--- src/logic/tcm_defs.vh ---
/*
   register map, control field positions, modes, clock selects and reset
   values for the dual 8-bit timer/counter.
   assumes inclusion by bare name from the timer design files.
*/
`ifndef TCM_DEFS_VH
`define TCM_DEFS_VH

// apb byte offsets, channel_a at base 0x00, channel_b at base 0x10
`define TCM_CH_STRIDE     8'h10
`define TCM_OFF_CTRL      4'h0
`define TCM_OFF_CMP       4'h4
`define TCM_OFF_DUTY      4'h8
`define TCM_OFF_COUNT     4'hc
`define TCM_ADDR_CONFIG   8'h20

// channel_control fields
`define TCM_CTRL_FLOP     7
`define TCM_CTRL_SEL_HI   6
`define TCM_CTRL_SEL_LO   4
`define TCM_CTRL_RUN      3
`define TCM_CTRL_MODE_HI  2
`define TCM_CTRL_MODE_LO  0

// config register fields
`define TCM_CFG_TAP       0
`define TCM_CFG_LOWSPEED  1

// operating modes
`define TCM_MODE_TIMER    3'h0
`define TCM_MODE_DIVIDER  3'h1
`define TCM_MODE_PWM      3'h2

// source clock selects
`define TCM_SEL_SLOWEST   3'h0
`define TCM_SEL_FC_DIV7   3'h1
`define TCM_SEL_FC_DIV5   3'h2
`define TCM_SEL_FC_DIV3   3'h3
`define TCM_SEL_FS        3'h4
`define TCM_SEL_FC_DIV1   3'h5
`define TCM_SEL_FC        3'h6
`define TCM_SEL_PIN       3'h7

// prescaler taps, as powers of two of the high-frequency clock, and the fs divider width
`define TCM_TAP_11        11
`define TCM_TAP_7         7
`define TCM_TAP_5         5
`define TCM_TAP_3         3
`define TCM_FS_DIV_W      3

// reset values
`define TCM_RST_CTRL      8'h00
`define TCM_RST_CMP       8'h00
`define TCM_RST_DUTY      8'h00
`define TCM_RST_CONFIG    2'h0

`endif

--- src/logic/tcm_channel.v ---
/*
   one 8-bit timer/counter channel: up-counter, compare, double-buffered
   pwm duty value, output flip-flop and match pulse.
   assumes a one-cycle count tick on pclk from the owning block and
   register write strobes that coincide with the apb access edge.
*/
`include "tcm_defs.vh"

module tcm_channel #(
   parameter CNT_W = 8
) (
   input  wire             pclk,
   input  wire             presetn,
   input  wire             tick,
   input  wire             run,
   input  wire [2:0]       mode,
   input  wire             ctrl_wr,
   input  wire             wr_flop_level,
   input  wire [CNT_W-1:0] compare_value,
   input  wire             duty_wr,
   input  wire [CNT_W-1:0] duty_wdata,
   output reg  [CNT_W-1:0] count,
   output reg  [CNT_W-1:0] pwm_duty_value,
   output reg              out_flop,
   output reg              channel_match_irq
);

   localparam [CNT_W-1:0] CNT_ONE = {{(CNT_W-1){1'b0}}, 1'b1};

   reg  [CNT_W-1:0] duty_hold;
   wire [CNT_W-1:0] next_count = count + CNT_ONE;
   wire             is_pwm     = (mode == `TCM_MODE_PWM);
   wire             is_cmp     = (mode == `TCM_MODE_TIMER) | (mode == `TCM_MODE_DIVIDER);
   wire             cmp_hit    = run & tick & is_cmp & (next_count == compare_value);
   wire             overflow   = run & tick & is_pwm & (&count);

   always @(posedge pclk or negedge presetn) begin
      if (!presetn) begin
         count             <= {CNT_W{1'b0}};
         out_flop          <= 1'b0;
         channel_match_irq <= 1'b0;
         duty_hold         <= {CNT_W{1'b0}};
         pwm_duty_value    <= {CNT_W{1'b0}};
      end else begin
         channel_match_irq <= cmp_hit | overflow;
         if (!run) begin
            count <= {CNT_W{1'b0}};
         end else if (cmp_hit) begin
            count <= {CNT_W{1'b0}};
         end else if (overflow) begin
            count <= {CNT_W{1'b0}};
         end else if (tick & (is_cmp | is_pwm)) begin
            count <= next_count;
         end
         // preset only from a stopped state; a stop write leaves the level held
         if (ctrl_wr & !run) begin
            out_flop <= wr_flop_level;
         end else if (cmp_hit & (mode == `TCM_MODE_DIVIDER)) begin
            out_flop <= ~out_flop;
         end else if (overflow) begin
            out_flop <= ~out_flop;
         end else if (run & tick & is_pwm & (next_count == pwm_duty_value)) begin
            out_flop <= ~out_flop;
         end
         if (duty_wr) begin
            duty_hold <= duty_wdata;
         end
         // a write landing on the overflow edge is taken whole, not half-shifted
         if (duty_wr & (!run | overflow)) begin
            pwm_duty_value <= duty_wdata;
         end else if (overflow) begin
            pwm_duty_value <= duty_hold;
         end
      end
   end

endmodule

--- src/logic/tcm_top.v ---
/*
   dual 8-bit timer/counter with apb register access: clock prescaler,
   source clock selection, pin synchronisers and two channel instances.
   assumes the high-frequency clock is pclk itself, the low-frequency
   clock arrives as a slow pin level, and i/o port latches sit outside.
*/
// Design decisions made here: the address map and the APB slave port.
`include "tcm_defs.vh"

module tcm_top #(
   parameter NUM_CH = 2,
   parameter CNT_W  = 8,
   parameter PRE_W  = 11
) (
   input  wire              pclk,
   input  wire              presetn,
   input  wire              psel,
   input  wire              penable,
   input  wire              pwrite,
   input  wire [7:0]        paddr,
   input  wire [31:0]       pwdata,
   output reg  [31:0]       prdata,
   output wire              pready,
   output wire              pslverr,
   input  wire              low_freq_clock,
   input  wire [NUM_CH-1:0] event_input_pin,
   output wire [NUM_CH-1:0] divider_out_pin,
   output wire [NUM_CH-1:0] pwm_out_pin,
   output wire [NUM_CH-1:0] channel_match_irq
);

   // prescaler on the high-frequency clock, which here is pclk itself
   reg  [PRE_W-1:0]          prescale;
   reg  [`TCM_FS_DIV_W-1:0]  fs_div;
   reg  [2:0]                fs_sync;
   reg  [1:0]                config_bits;
   wire                      fs_tick;
   wire                      fs8_tick;
   wire                      tap_fc11;
   wire                      tap_fc7;
   wire                      tap_fc5;
   wire                      tap_fc3;
   wire                      tap_fc1;
   wire                      prescaler_tap_select;
   wire                      low_speed_mode;
   wire                      setup_ph;
   wire                      wr_access;
   wire                      cfg_hit;
   wire [NUM_CH-1:0]         ch_hit;
   wire [31:0]               ch_rdata [0:NUM_CH-1];
   reg  [31:0]               next_prdata;
   integer                   ri;
   wire [3:0]                reg_off;
   wire [7:0]                reg_base;

   localparam [PRE_W-1:0]         PRE_ONE = {{(PRE_W-1){1'b0}}, 1'b1};
   localparam [`TCM_FS_DIV_W-1:0] FS_ONE  = {{(`TCM_FS_DIV_W-1){1'b0}}, 1'b1};

   assign prescaler_tap_select = config_bits[`TCM_CFG_TAP];
   assign low_speed_mode       = config_bits[`TCM_CFG_LOWSPEED];

   // each tap pulses once per period of its divided clock
   assign tap_fc11 = &prescale[`TCM_TAP_11-1:0];
   assign tap_fc7  = &prescale[`TCM_TAP_7-1:0];
   assign tap_fc5  = &prescale[`TCM_TAP_5-1:0];
   assign tap_fc3  = &prescale[`TCM_TAP_3-1:0];
   assign tap_fc1  = prescale[0];

   // low-frequency clock is sampled as a level; its rising edge is the tick
   assign fs_tick  = fs_sync[1] & ~fs_sync[2];
   assign fs8_tick = fs_tick & (&fs_div);

   always @(posedge pclk or negedge presetn) begin
      if (!presetn) begin
         prescale <= {PRE_W{1'b0}};
         fs_div   <= {`TCM_FS_DIV_W{1'b0}};
         fs_sync  <= 3'h0;
      end else begin
         prescale <= prescale + PRE_ONE;
         fs_sync  <= {fs_sync[1:0], low_freq_clock};
         if (fs_tick) begin
            fs_div <= fs_div + FS_ONE;
         end
      end
   end

   // apb slave: zero wait states, read data captured in the setup cycle
   assign pready    = 1'b1;
   assign setup_ph  = psel & ~penable;
   assign wr_access = psel & penable & pwrite;
   assign reg_off   = paddr[3:0];
   assign reg_base  = {paddr[7:4], 4'h0};
   assign cfg_hit   = (paddr == `TCM_ADDR_CONFIG);
   // unmapped addresses answer with an error and read as zero
   assign pslverr   = psel & penable & ~(cfg_hit | (|ch_hit));

   always @(posedge pclk or negedge presetn) begin
      if (!presetn) begin
         config_bits <= `TCM_RST_CONFIG;
      end else if (wr_access & cfg_hit) begin
         config_bits <= pwdata[1:0];
      end
   end

   genvar gi;
   generate
      for (gi = 0; gi < NUM_CH; gi = gi + 1) begin : gen_ch
         // window base worked out wide, then cut to the address width on purpose
         localparam integer BASE_I = gi * `TCM_CH_STRIDE;
         localparam [7:0]   BASE   = BASE_I[7:0];

         reg  [7:0]       channel_control;
         reg  [CNT_W-1:0] compare_value;
         reg  [2:0]       ev_sync;
         reg              tick;
         wire [CNT_W-1:0] count;
         wire [CNT_W-1:0] pwm_duty_value;
         wire             out_flop;
         wire             ev_fall;
         wire             in_range;
         wire             ctrl_wr;
         wire             cmp_wr;
         wire             duty_wr;
         wire             run;
         wire [2:0]       mode;
         wire [2:0]       sel;
         wire             is_pwm;
         reg  [31:0]      rd_word;

         assign run      = channel_control[`TCM_CTRL_RUN];
         assign mode     = channel_control[`TCM_CTRL_MODE_HI:`TCM_CTRL_MODE_LO];
         assign sel      = channel_control[`TCM_CTRL_SEL_HI:`TCM_CTRL_SEL_LO];
         assign is_pwm   = (mode == `TCM_MODE_PWM);
         assign in_range = (reg_base == BASE);
         assign ch_hit[gi] = in_range & ~reg_off[1] & ~reg_off[0];
         assign ctrl_wr  = wr_access & in_range & (reg_off == `TCM_OFF_CTRL);
         assign cmp_wr   = wr_access & in_range & (reg_off == `TCM_OFF_CMP);
         assign duty_wr  = wr_access & in_range & (reg_off == `TCM_OFF_DUTY);

         // event pin is asynchronous: two flops, then an edge detector on the second
         assign ev_fall  = ev_sync[2] & ~ev_sync[1];

         always @(posedge pclk or negedge presetn) begin
            if (!presetn) begin
               channel_control <= `TCM_RST_CTRL;
               compare_value   <= `TCM_RST_CMP;
               ev_sync         <= 3'h0;
            end else begin
               ev_sync <= {ev_sync[1:0], event_input_pin[gi]};
               if (ctrl_wr) begin
                  channel_control <= pwdata[7:0];
               end
               // no buffer stage: the comparison sees the new value next cycle
               if (cmp_wr) begin
                  compare_value <= pwdata[CNT_W-1:0];
               end
            end
         end

         // source clock selection; low-speed mode only keeps fs/8, fs for pwm and the event pin for timer
         always @* begin
            tick = 1'b0;
            case (sel)
               `TCM_SEL_SLOWEST: begin
                  if (prescaler_tap_select | low_speed_mode) begin
                     tick = fs8_tick;
                  end else begin
                     tick = tap_fc11;
                  end
               end
               `TCM_SEL_FC_DIV7: begin
                  tick = tap_fc7 & ~low_speed_mode;
               end
               `TCM_SEL_FC_DIV5: begin
                  tick = tap_fc5 & ~low_speed_mode;
               end
               `TCM_SEL_FC_DIV3: begin
                  tick = tap_fc3 & ~low_speed_mode;
               end
               `TCM_SEL_FS: begin
                  tick = fs_tick & is_pwm;
               end
               `TCM_SEL_FC_DIV1: begin
                  tick = tap_fc1 & is_pwm & ~low_speed_mode;
               end
               `TCM_SEL_FC: begin
                  tick = is_pwm & ~low_speed_mode;
               end
               `TCM_SEL_PIN: begin
                  tick = ev_fall & (mode == `TCM_MODE_TIMER);
               end
               default: begin
                  tick = 1'b0;
               end
            endcase
         end

         tcm_channel #(
            .CNT_W (CNT_W)
         ) u_channel (
            .pclk              (pclk),
            .presetn           (presetn),
            .tick              (tick),
            .run               (run),
            .mode              (mode),
            .ctrl_wr           (ctrl_wr),
            .wr_flop_level     (pwdata[`TCM_CTRL_FLOP]),
            .compare_value     (compare_value),
            .duty_wr           (duty_wr),
            .duty_wdata        (pwdata[CNT_W-1:0]),
            .count             (count),
            .pwm_duty_value    (pwm_duty_value),
            .out_flop          (out_flop),
            .channel_match_irq (channel_match_irq[gi])
         );

         // both pins drive the inverted flop, so each toggle or stopped control write preset moves them together
         assign divider_out_pin[gi] = ~out_flop;
         assign pwm_out_pin[gi]     = ~out_flop;

         // readback of this channel; the count word is for observation only
         always @* begin
            case (reg_off)
               `TCM_OFF_CTRL: begin
                  rd_word = {24'h000000, channel_control};
               end
               `TCM_OFF_CMP: begin
                  rd_word = {{(32-CNT_W){1'b0}}, compare_value};
               end
               `TCM_OFF_DUTY: begin
                  rd_word = {{(32-CNT_W){1'b0}}, pwm_duty_value};
               end
               default: begin
                  rd_word = {{(32-CNT_W){1'b0}}, count};
               end
            endcase
         end

         assign ch_rdata[gi] = rd_word;
      end
   endgenerate

   // read mux scales with the channel count; unmapped reads stay zero
   always @* begin
      next_prdata = 32'h00000000;
      if (cfg_hit) begin
         next_prdata = {30'h00000000, config_bits};
      end else begin
         for (ri = 0; ri < NUM_CH; ri = ri + 1) begin
            if (ch_hit[ri]) begin
               next_prdata = ch_rdata[ri];
            end
         end
      end
   end

   always @(posedge pclk or negedge presetn) begin
      if (!presetn) begin
         prdata <= 32'h00000000;
      end else if (setup_ph) begin
         prdata <= next_prdata;
      end
   end

endmodule
--- config.mk ---
export PLATFORM = sky130hd
export DESIGN_NAME = tcm_top
export DESIGN_NICKNAME = d
export VERILOG_FILES = /design/src/logic/tcm_channel.v /design/src/logic/tcm_top.v
export VERILOG_INCLUDE_DIRS = /design/src /design/src/logic
export SDC_FILE = /design/constraint.sdc
export NUM_CORES = 1
export LEC_CHECK = 0
export BUFFER_PORTS_ARGS = -buffer_cell sky130_fd_sc_hd__buf_2
export CAP_MARGIN = 20
export CORE_MARGIN = 3
export CORE_UTILIZATION = 40
export DETAILED_ROUTE_END_ITERATION = 8
export SLEW_MARGIN = 25
export SYNTH_ARGS = -nofsm -noshare
export SYNTH_HDL_FRONTEND = slang
export SYNTH_SLANG_ARGS = --single-unit
--- constraint.sdc ---
create_clock -name pclk -period 3.35 [get_ports pclk]
set_clock_uncertainty 0.1 [all_clocks]
set_input_delay 0.67 -clock pclk [delete_from_list [all_inputs] [get_ports pclk]]
set_output_delay 0.67 -clock pclk [all_outputs]
set_load 0.1 [all_outputs]
==> results of run 1 <==
[final timing paths]
check | startpoint | endpoint | slack [ps]
setup reg to reg | gen_ch[1].u_channel.count[1] | gen_ch[1].u_channel.count[4] | 310
setup / recovery | gen_ch[1].u_channel.count[1] | gen_ch[1].u_channel.count[4] | 310
hold reg to reg | fs_sync[0] | fs_sync[1] | 250
max in group asynchronous | presetn | gen_ch[1].u_channel.duty_hold[4] | 2200
hold / removal | presetn | gen_ch[0].u_channel.count[6] | 240
min in group pclk | low_freq_clock | fs_sync[0] | 250
[sequential cells by signal, summed over array words and instances (netlist names)]
name,cells
gen_ch.compare_value,16
gen_ch.u_channel.count,16
gen_ch.channel_control,16
fs_sync,3
prescale,11
gen_ch.u_channel.channel_match_irq,2
fs_div,3
gen_ch.u_channel.duty_hold,16
gen_ch.ev_sync,6
gen_ch.u_channel.pwm_duty_value,16
config_bits,2
prdata,8
gen_ch.u_channel.out_flop,2
[cell type report]
type / instances / area (um2)
fillers: 1586 / 8970
clock buffers: 17 / 425
repair buffers: 52 / 310
multi-input cells: 519 / 3580
flip-flops and latches: 117 / 2930
inverters: 27 / 101
well taps: 220 / 275
clock inverters: 15 / 166
[cells in the final DEF (no fill, tap or decap), types with 13 or more instances in the layout]
master	n
a21oi_1	39
buf_2	37
buf_4	14
clkbuf_16	17
conb_1	25
dfrtp_1	117
inv_1	27
mux2_2	62
nand2_1	37
nand3_1	20
nand4_1	13
nor2_1	53
o21ai_0	43
xnor2_1	24
xor2_1	22
[power by group]
group	switching, W	total [W]	internal, W
clock	0.000719	0.00183	0.00111
sequential	0.0000300	0.00148	0.00145
combinational	0.000260	0.000339	0.0000788
[kinds of logic after synthesis]
kind of cell	after synthesis
AND/OR/NAND/NOR	215
AO/OA/AOI/OAI	153
flip-flops	117
buffers and inverters	94
multiplexers	71
XOR/XNOR	47
adder cells (fa/ha/maj)	8
other	2
[critical path, stage by stage, from the launching register on]
cell	delay (ps)
dfrtp_1	450
ha_1	410
nand3_1	260
nor2_1	330
nor3b_1	110
a2111oi_2	530
a21oi_2	240
nand2b_1	230
nor3_1	80
o21a_1	190
[per-stage QoR]
step           worst slack [ps]  cells
4_1_cts                     316    967
3_5_place_dp                314    935
2_1_floorplan               307    730
3_3_place_gp                401    935
6_report                    312    967
5_1_grt                    54.4    967
[per-layer routing]
metal / wire length (um) / vias to the layer above
li1: - / 2555
met1: 8180 / 2694
met2: 8390 / 188
met3: 1140 / 28
met4: 343 / 2
met5: 13 / -
==> results.sh, run 1 <==
export IMPL_drc=0
export IMPL_antenna_found_initial=1
export IMPL_layout_drive_gt1_share_pct=21.4
export IMPL_drtPass1Iterations=6
export IMPL_routed_wl_um=18100
export IMPL_max_slew_margin_rel_pct=48.1
export IMPL_drv_slew=0
export IMPL_crit_required_ps=3560
export IMPL_p_total_w=0.00365
export IMPL_final_setup_viol_count=0
export IMPL_grt_overflow_total=0
export IMPL_synth_distinct_cells=72
export IMPL_met1_usage_pct=27.8
export IMPL_first_global_vias=5252
export IMPL_r2r_worst_path_cells=9
export IMPL_post_cts_buffers=0
export IMPL_drt_initial_drc_count=564
export IMPL_worst_hold_slack_ps=236
export IMPL_synthSimpleGateAreaFrac_pct=16.8
export IMPL_synthAdderAreaFrac_pct=1.41
export IMPL_synth_top_family_by_area="simple AND/OR/NAND/NOR gates"
export IMPL_tritoncts="done"
export IMPL_synth_ff_type="dfrtp_1"
export IMPL_cts_path_max_buffers=2
export IMPL_syn_inst=707
export IMPL_utilization_pct=46.5
export IMPL_ys_async_sr_fraction_pct=100
export IMPL_fin_nets=789
export IMPL_peakVddDrop_mv=0.368
export IMPL_run_status="finished clean"
export IMPL_dieHeight_um=138
export IMPL_crit_type="flop to flop"
export IMPL_synth_compound_area_share_pct=14.5
export IMPL_place_congestion=0.898
export IMPL_fin_area_mm2=0.00779
export IMPL_timing_final_crit_share_pct=90.7
export IMPL_min_path_type="primary input to async pin"
export IMPL_cts_resized=0
export IMPL_num_antenna_cells=0
export IMPL_ant_nets=0
export IMPL_ios=88
export IMPL_fmax_ghz=0.329
export IMPL_crit_path_start_kind="flop"
export IMPL_avgSynthCellArea_um2=9.81
export IMPL_min_period_ps=3040
export IMPL_grt_pass1_wl_um=28600
export IMPL_critPathArrivalTime_ps=3250
export IMPL_vias_per_cell=5.65
export IMPL_core_mm2=0.0168
export IMPL_area_growth_pct=12.2
export IMPL_gr_usage_met3_pct=4.27
export IMPL_yosysMostFrequentCell="dfrtp_1"
export IMPL_synth_edff_count=0
export IMPL_power_per_cell_area_mw_per_mm2=469
export IMPL_yosys_area_top_type="dfrtp_1"
export IMPL_clockRootBuffer="clkbuf_16"
export IMPL_synth_seq_cells=117
export IMPL_hpwl_um=12900
export IMPL_hold_viol=0
export IMPL_grt_busiest_layer="met2"
export IMPL_h_tree_depth=4
export IMPL_clk_pin_slew_worst_paths_ps=60
export IMPL_grt_max_degree=61
export IMPL_syn_cell_area_mm2=0.00694
export IMPL_grt_setup_unrepaired="false"
export IMPL_wl_per_cell_um=18.7
export IMPL_p_leak_nw=3.52
export IMPL_cts_sinks=117
export IMPL_vias=5467
export IMPL_setup_tns_ps=0
export IMPL_cp_end_kind="flop"
export IMPL_numPortBuffers=38
export IMPL_grtUsageMet2_pct=30.7
export IMPL_yosys_top_cells_count="117 x dfrtp_1, 62 x mux2_2, 53 x nor2_1"
export IMPL_rows=47
export IMPL_synth_xor_area_share_pct=6.13
export IMPL_synth_top_area_share_pct=42.2
export IMPL_placed_area_mm2=0.00719
export IMPL_synth_area_mux_share_pct=11.4
export IMPL_drv_cap=0
export IMPL_die_area_mm2=0.0190
export IMPL_yosysWarnings=0
export IMPL_start_util_pct=41.4
export IMPL_clk_insertion_delay_late_ps=420
export IMPL_cts_hold_buf=0
export IMPL_grt_total_usage_pct=19.9
export IMPL_die_x_um=138
export IMPL_yosysSeqAreaShare_pct=42.2
export IMPL_synth_area_leaders="dfrtp_1 42%, mux2_2 10%, buf_4 3.1%, o21ai_0 3.1%, xnor2_1 3.0%"
export IMPL_cts_made_buffers=17
export IMPL_tightest_slew_ps=779
export IMPL_cp_max_fo=9
Power figures use the tool's default switching activity.
==> run 2: changes to the inputs <==
--- a/config.mk
+++ b/config.mk
@@ -6,11 +6,12 @@
 export SDC_FILE = /design/constraint.sdc
 export NUM_CORES = 1
 export LEC_CHECK = 0
-export BUFFER_PORTS_ARGS = -buffer_cell sky130_fd_sc_hd__buf_2
 export CAP_MARGIN = 20
 export CORE_MARGIN = 3
 export CORE_UTILIZATION = 40
 export DETAILED_ROUTE_END_ITERATION = 8
+export DONT_BUFFER_PORTS = 1
+export MAX_ROUTING_LAYER = met4
 export SLEW_MARGIN = 25
 export SYNTH_ARGS = -nofsm -noshare
 export SYNTH_HDL_FRONTEND = slang
==> run 2 against run 1 <==
The flow now finishes with violations (hold timing). Cell area is 2.5% lower. Non-clock buffer count down 42. Critical endpoint is now gen_ch[1].u_channel.count[7]. Critical path depth unchanged. Cell count down 4.3%. Combinational power shrank 26%. Largest cell class unchanged. Via count decreased by 2.5%. Fmax is 3.3% lower.
==> results.sh, run 2 (synthesis gave the netlist of run 1 again) <==
export IMPL_clk_pin_slew_worst_paths_ps=60
export IMPL_worstReg2RegStart="gen_ch[1].u_channel.count[1]"
export IMPL_grt_pass1_wl_um=28300
export IMPL_dp_slack_ps=278
export IMPL_max_slew_margin_rel_pct=38.0
export IMPL_critPathArrivalTime_ps=3380
export IMPL_dieHeight_um=138
export IMPL_peakVddDrop_mv=0.370
export IMPL_critPathTopFamily="simple AND/OR/NAND/NOR gates"
export IMPL_run_status="finished with violations"
export IMPL_cts_path_max_buffers=2
export IMPL_cts_made_buffers=17
export IMPL_drt_initial_drc_count=445
export IMPL_final_cell_mix="117 x dfrtp_1, 62 x mux2_2, 53 x nor2_1, 43 x o21ai_0, 39 x a21oi_1"
export IMPL_final_cell_count_no_fill=925
export IMPL_area_growth_pct=9.38
export IMPL_die_x_um=138
export IMPL_place_congestion=0.969
export IMPL_place_inst=893
export IMPL_crit_path_start_kind="flop"
export IMPL_seq_area_mm2=0.00293
export IMPL_ff2ff_setup_slack_ps=210
export IMPL_post_cts_buffers=0
export IMPL_drv_slew=0
export IMPL_path_buf_inv=0
export IMPL_hpwl_um=12300
export IMPL_rows=47
export IMPL_core_mm2=0.0168
export IMPL_antenna_found_initial=0
export IMPL_routed_wl_um=17700
export IMPL_drc=0
export IMPL_fill_cells=1621
export IMPL_cp_end_kind="flop"
export IMPL_min_path_type="primary input to async pin"
export IMPL_first_global_vias=5178
export IMPL_grt_setup_unrepaired="false"
export IMPL_vias_per_cell=5.76
export IMPL_grt_overflow_total=0
export IMPL_timing_final_crit_share_pct=93.7
export IMPL_utilization_pct=45.3
export IMPL_crit_type="flop to flop"
export IMPL_cp_startpoint="gen_ch[1].u_channel.count[1]"
export IMPL_hold_viol=117
export IMPL_fin_nets=747
export IMPL_grt_total_usage_pct=20.0
export IMPL_ant_nets=0
export IMPL_violations="hold timing"
export IMPL_slowest_stage="dfrtp_1"
export IMPL_fmax_ghz=0.318
export IMPL_wl_per_cell_um=19.1
export IMPL_crit_required_ps=3590
export IMPL_vias=5330
export IMPL_worst_slack_ps=210
export IMPL_cp_max_fo=9
export IMPL_ios=88
export IMPL_crit_chain="ha_1, nand3_1, or3_1, nand3_1, a2111oi_2, a21oi_2, nand2b_1, or3_1, a21oi_1"
export IMPL_num_antenna_cells=0
export IMPL_clockRootBuffer="clkbuf_16"
export IMPL_cts_resized=0
export IMPL_final_setup_viol_count=0
export IMPL_worst_hold_slack_ps=-159
export IMPL_tightest_slew_ps=928
export IMPL_drv_cap=0
export IMPL_cts_sinks=117
export IMPL_power_per_cell_area_mw_per_mm2=482
export IMPL_layout_drive_gt1_share_pct=17.0
export IMPL_setup_tns_ps=0
export IMPL_tritoncts="done"
export IMPL_start_util_pct=41.4
export IMPL_clk_insertion_delay_late_ps=420
export IMPL_numPortBuffers=0
export IMPL_min_period_ps=3140
export IMPL_p_leak_nw=3.35
export IMPL_multiInputGateArea_mm2=0.00359
export IMPL_h_tree_depth=4
export IMPL_critPathMaxStageDelay_ps=460
export IMPL_final_common_cell="dfrtp_1"
export IMPL_die_area_mm2=0.0190
export IMPL_drtPass1Iterations=5
export IMPL_grt_max_degree=118
==> run 2: path summary, 6_finish.rpt <==
| kind | end | cells after the start |
|---|---|---|
| max | gen_ch[1].u_channel.count[7] | 9 |
| min | gen_ch[0].u_channel.count[3] | 0 |
| max reg2reg | gen_ch[1].u_channel.count[7] | 9 |
| min reg2reg | gen_ch[1].ev_sync[1] | 0 |
| max in group asynchronous | prdata[6] | 0 |
| min in group pclk | gen_ch[0].ev_sync[0] | 0 |
==> run 2: layer usage <==
| metal | part of all wire, % | global-route usage (%) | vias up |
|---|---|---|---|
| li1 | - | - | 2463 |
| met1 | 44 | 26.5 | 2641 |
| met2 | 47 | 30.1 | 193 |
| met3 | 6.5 | 4.35 | 33 |
| met4 | 2.4 | 7.68 | 0 |
| met5 | 0 | - | - |
==> run 2: per-stage QoR <==
stage | cell area, um2 | power [W]
floorplan | 7030 | 0.00177
global placement | 6970 | 0.00176
detailed placement | 6970 | 0.00176
CTS | 7590 | 0.00369
global route | 7590 | 0.00378
finish | 7590 | 0.00366
==> run 2: area by class of cell <==
class	instances	share of cell area, %
Clock inverter	13	2.24
Multi-Input combinational cell	519	47.3
Clock buffer	19	5.97
Sequential cell	117	38.6
Timing Repair Buffer	10	0.989
Tap cell	220	3.63
Inverter	27	1.34
==> run 2: report_power, final <==
group	switching (W)	internal, W	leakage [nW]	total [W]
clock network	0.000699	0.00122	0.297	0.00192
logic	0.000187	0.0000641	1.46	0.000251
registers	0.0000353	0.00145	1.58	0.00149
total	0.000921	0.00273	3.35	0.00366
==> run 3: changes to the inputs <==
--- a/config.mk
+++ b/config.mk
@@ -7,7 +7,7 @@
 export NUM_CORES = 1
 export LEC_CHECK = 0
 export CAP_MARGIN = 20
-export CORE_MARGIN = 3
+export CORE_MARGIN = 5
 export CORE_UTILIZATION = 40
 export DETAILED_ROUTE_END_ITERATION = 8
 export DONT_BUFFER_PORTS = 1
==> run 3 against run 2 <==
The run still ends with hold timing left. Fmax up 0.65%. Die area up 5.9%. Worst hold slack better by 1.4 ps. Setup slack better by 20 ps. First-iteration DRC count up 8.8%. Largest cell class unchanged. Global-route usage down 1.3 points. Cell count up 0.54%. Total power up 0.89%. Register-to-register slack better by 20 ps. Sequential cell count unchanged. Critical endpoint unchanged. Clock-buffer cell count up 5. Wire length up 0.90%.
==> results.sh, run 3 (synthesis gave the netlist of run 1 again) <==
export IMPL_clk_insertion_delay_late_ps=420
export IMPL_peakVddDrop_mv=0.352
export IMPL_final_setup_viol_count=0
export IMPL_grt_overflow_total=0
export IMPL_grt_total_usage_pct=18.7
export IMPL_crit_required_ps=3590
export IMPL_cts_resized=0
export IMPL_routed_wl_um=17800
export IMPL_clk_pin_slew_worst_paths_ps=60
export IMPL_ff2ff_setup_slack_ps=230
export IMPL_run_status="finished with violations"
export IMPL_die_x_um=142
export IMPL_final_cell_mix="117 x dfrtp_1, 62 x mux2_2, 53 x nor2_1, 43 x o21ai_0, 39 x a21oi_1"
export IMPL_crit_type="flop to flop"
export IMPL_wl_per_cell_um=19.2
export IMPL_start_util_pct=40.4
export IMPL_area_growth_pct=9.54
export IMPL_p_leak_nw=3.35
export IMPL_layout_drive_gt1_share_pct=16.5
export IMPL_fmax_ghz=0.321
export IMPL_core_mm2=0.0172
export IMPL_grt_setup_unrepaired="false"
export IMPL_drt_initial_drc_count=484
export IMPL_grt_pass1_wl_um=28500
export IMPL_r2r_worst_path_cells=9
export IMPL_cts_path_max_buffers=2
export IMPL_drv_cap=0
export IMPL_cts_sinks=117
export IMPL_drv_slew=0
export IMPL_critPathArrivalTime_ps=3360
export IMPL_tritoncts="done"
export IMPL_worstReg2RegStart="gen_ch[1].u_channel.count[1]"
export IMPL_setup_tns_ps=0
export IMPL_place_congestion=0.917
export IMPL_hpwl_um=12400
export IMPL_ant_nets=0
export IMPL_max_slew_margin_rel_pct=37.4
export IMPL_antenna_found_initial=0
export IMPL_first_global_vias=5146
export IMPL_hold_viol=117
export IMPL_num_antenna_cells=0
export IMPL_vias_per_cell=5.70
export IMPL_cp_max_fo=9
export IMPL_min_path_type="primary input to async pin"
export IMPL_crit_path_start_kind="flop"
export IMPL_dieHeight_um=142
export IMPL_p_total_w=0.00369
export IMPL_final_common_cell="dfrtp_1"
export IMPL_regToRegEndpoint="gen_ch[1].u_channel.count[7]"
export IMPL_drtPass1Iterations=9
export IMPL_cts_made_buffers=17
export IMPL_power_per_cell_area_mw_per_mm2=485
export IMPL_vias=5297
export IMPL_rows=48
export IMPL_timing_final_crit_share_pct=93.1
export IMPL_cp_end_kind="flop"
export IMPL_crit_chain="ha_1, nand3_1, or3_1, nand3_1, a2111oi_2, a21oi_2, nand2b_1, or3_1, a21oi_1"
export IMPL_critPathMaxStageDelay_ps=440
export IMPL_ios=88
export IMPL_h_tree_depth=4
export IMPL_slowest_stage="dfrtp_1"
export IMPL_post_cts_buffers=0
export IMPL_violations="hold timing"
export IMPL_numPortBuffers=0
export IMPL_fin_nets=747
export IMPL_tightest_slew_ps=937
export IMPL_grt_max_degree=118
export IMPL_drc=0
export IMPL_clockRootBuffer="clkbuf_16"
export IMPL_min_period_ps=3120
export IMPL_worst_hold_slack_ps=-157
export IMPL_die_area_mm2=0.0201
==> run 3: cell types whose count changed in the layout (fill, tap and decap cells not counted), sizes merged <==
cell      before  now
bufinv         3    4
clkbuf        19   24
clkinvlp       3    1
inv           31   27
==> run 3: worst max-delay path, delay by kind of cell, from the launching register on <==
kind	cells	cell delay [ps]
and+or+nand+nor	5	1390
AOI/OAI and AO/OA	3	700
DFF	1	440
adders and majority gates	1	430
==> run 3: worst max path at each step <==
stage                            startpoint                      endpoint  slack [ps]  cells past startpoint
2_1_floorplan                      paddr[3]                       pslverr         310                      4
6_report       gen_ch[1].u_channel.count[1]  gen_ch[1].u_channel.count[7]         230                      9
4_1_cts        gen_ch[1].u_channel.count[1]  gen_ch[1].u_channel.count[7]         310                      9
3_3_place_gp   gen_ch[1].u_channel.count[1]  gen_ch[1].u_channel.count[7]         390                      9
3_5_place_dp   gen_ch[1].u_channel.count[1]  gen_ch[1].u_channel.count[7]         330                      9
5_1_grt        gen_ch[1].u_channel.count[1]  gen_ch[1].u_channel.count[4]          50                      9
==> run 3: routing by layer <==
metal	GRT usage, %	part of all wire, %
met4	6.16	1.9
met1	24.1	44
met3	4.45	6.0
met2	29.2	48
met5	-	0
==> run 3: cell type report <==
type	instances	area, um2
Clock buffer	24	482
Clock inverter	8	146
Tap cell	225	282
Fill cell	1626	9580
Inverter	27	101
Multi-Input combinational cell	519	3590
Sequential cell	117	2930
Timing Repair Buffer	10	75.1
==> run 3: per-stage QoR <==
stage | cell area (um2) | hold slack (ps) | util [%] | setup slack (ps) | instances
finish | 7600 | -157 | 44.2 | 230 | 930
global route | 7600 | -182 | 44.2 | 46.6 | 930
CTS | 7600 | -168 | 44.2 | 313 | 930
detailed placement | 6970 | 240 | 40.6 | 334 | 898
global placement | 6970 | 240 | 40.6 | 392 | 898
floorplan | 7030 | 231 | - | 307 | 730
==> run 3: power by group <==
part | internal, W | total [W] | leakage, nW | switching [W]
Sequential | 0.00145 | 0.00149 | 1.58 | 0.0000349
Clock | 0.00130 | 0.00195 | 0.304 | 0.000645
Combinational | 0.0000646 | 0.000253 | 1.46 | 0.000188
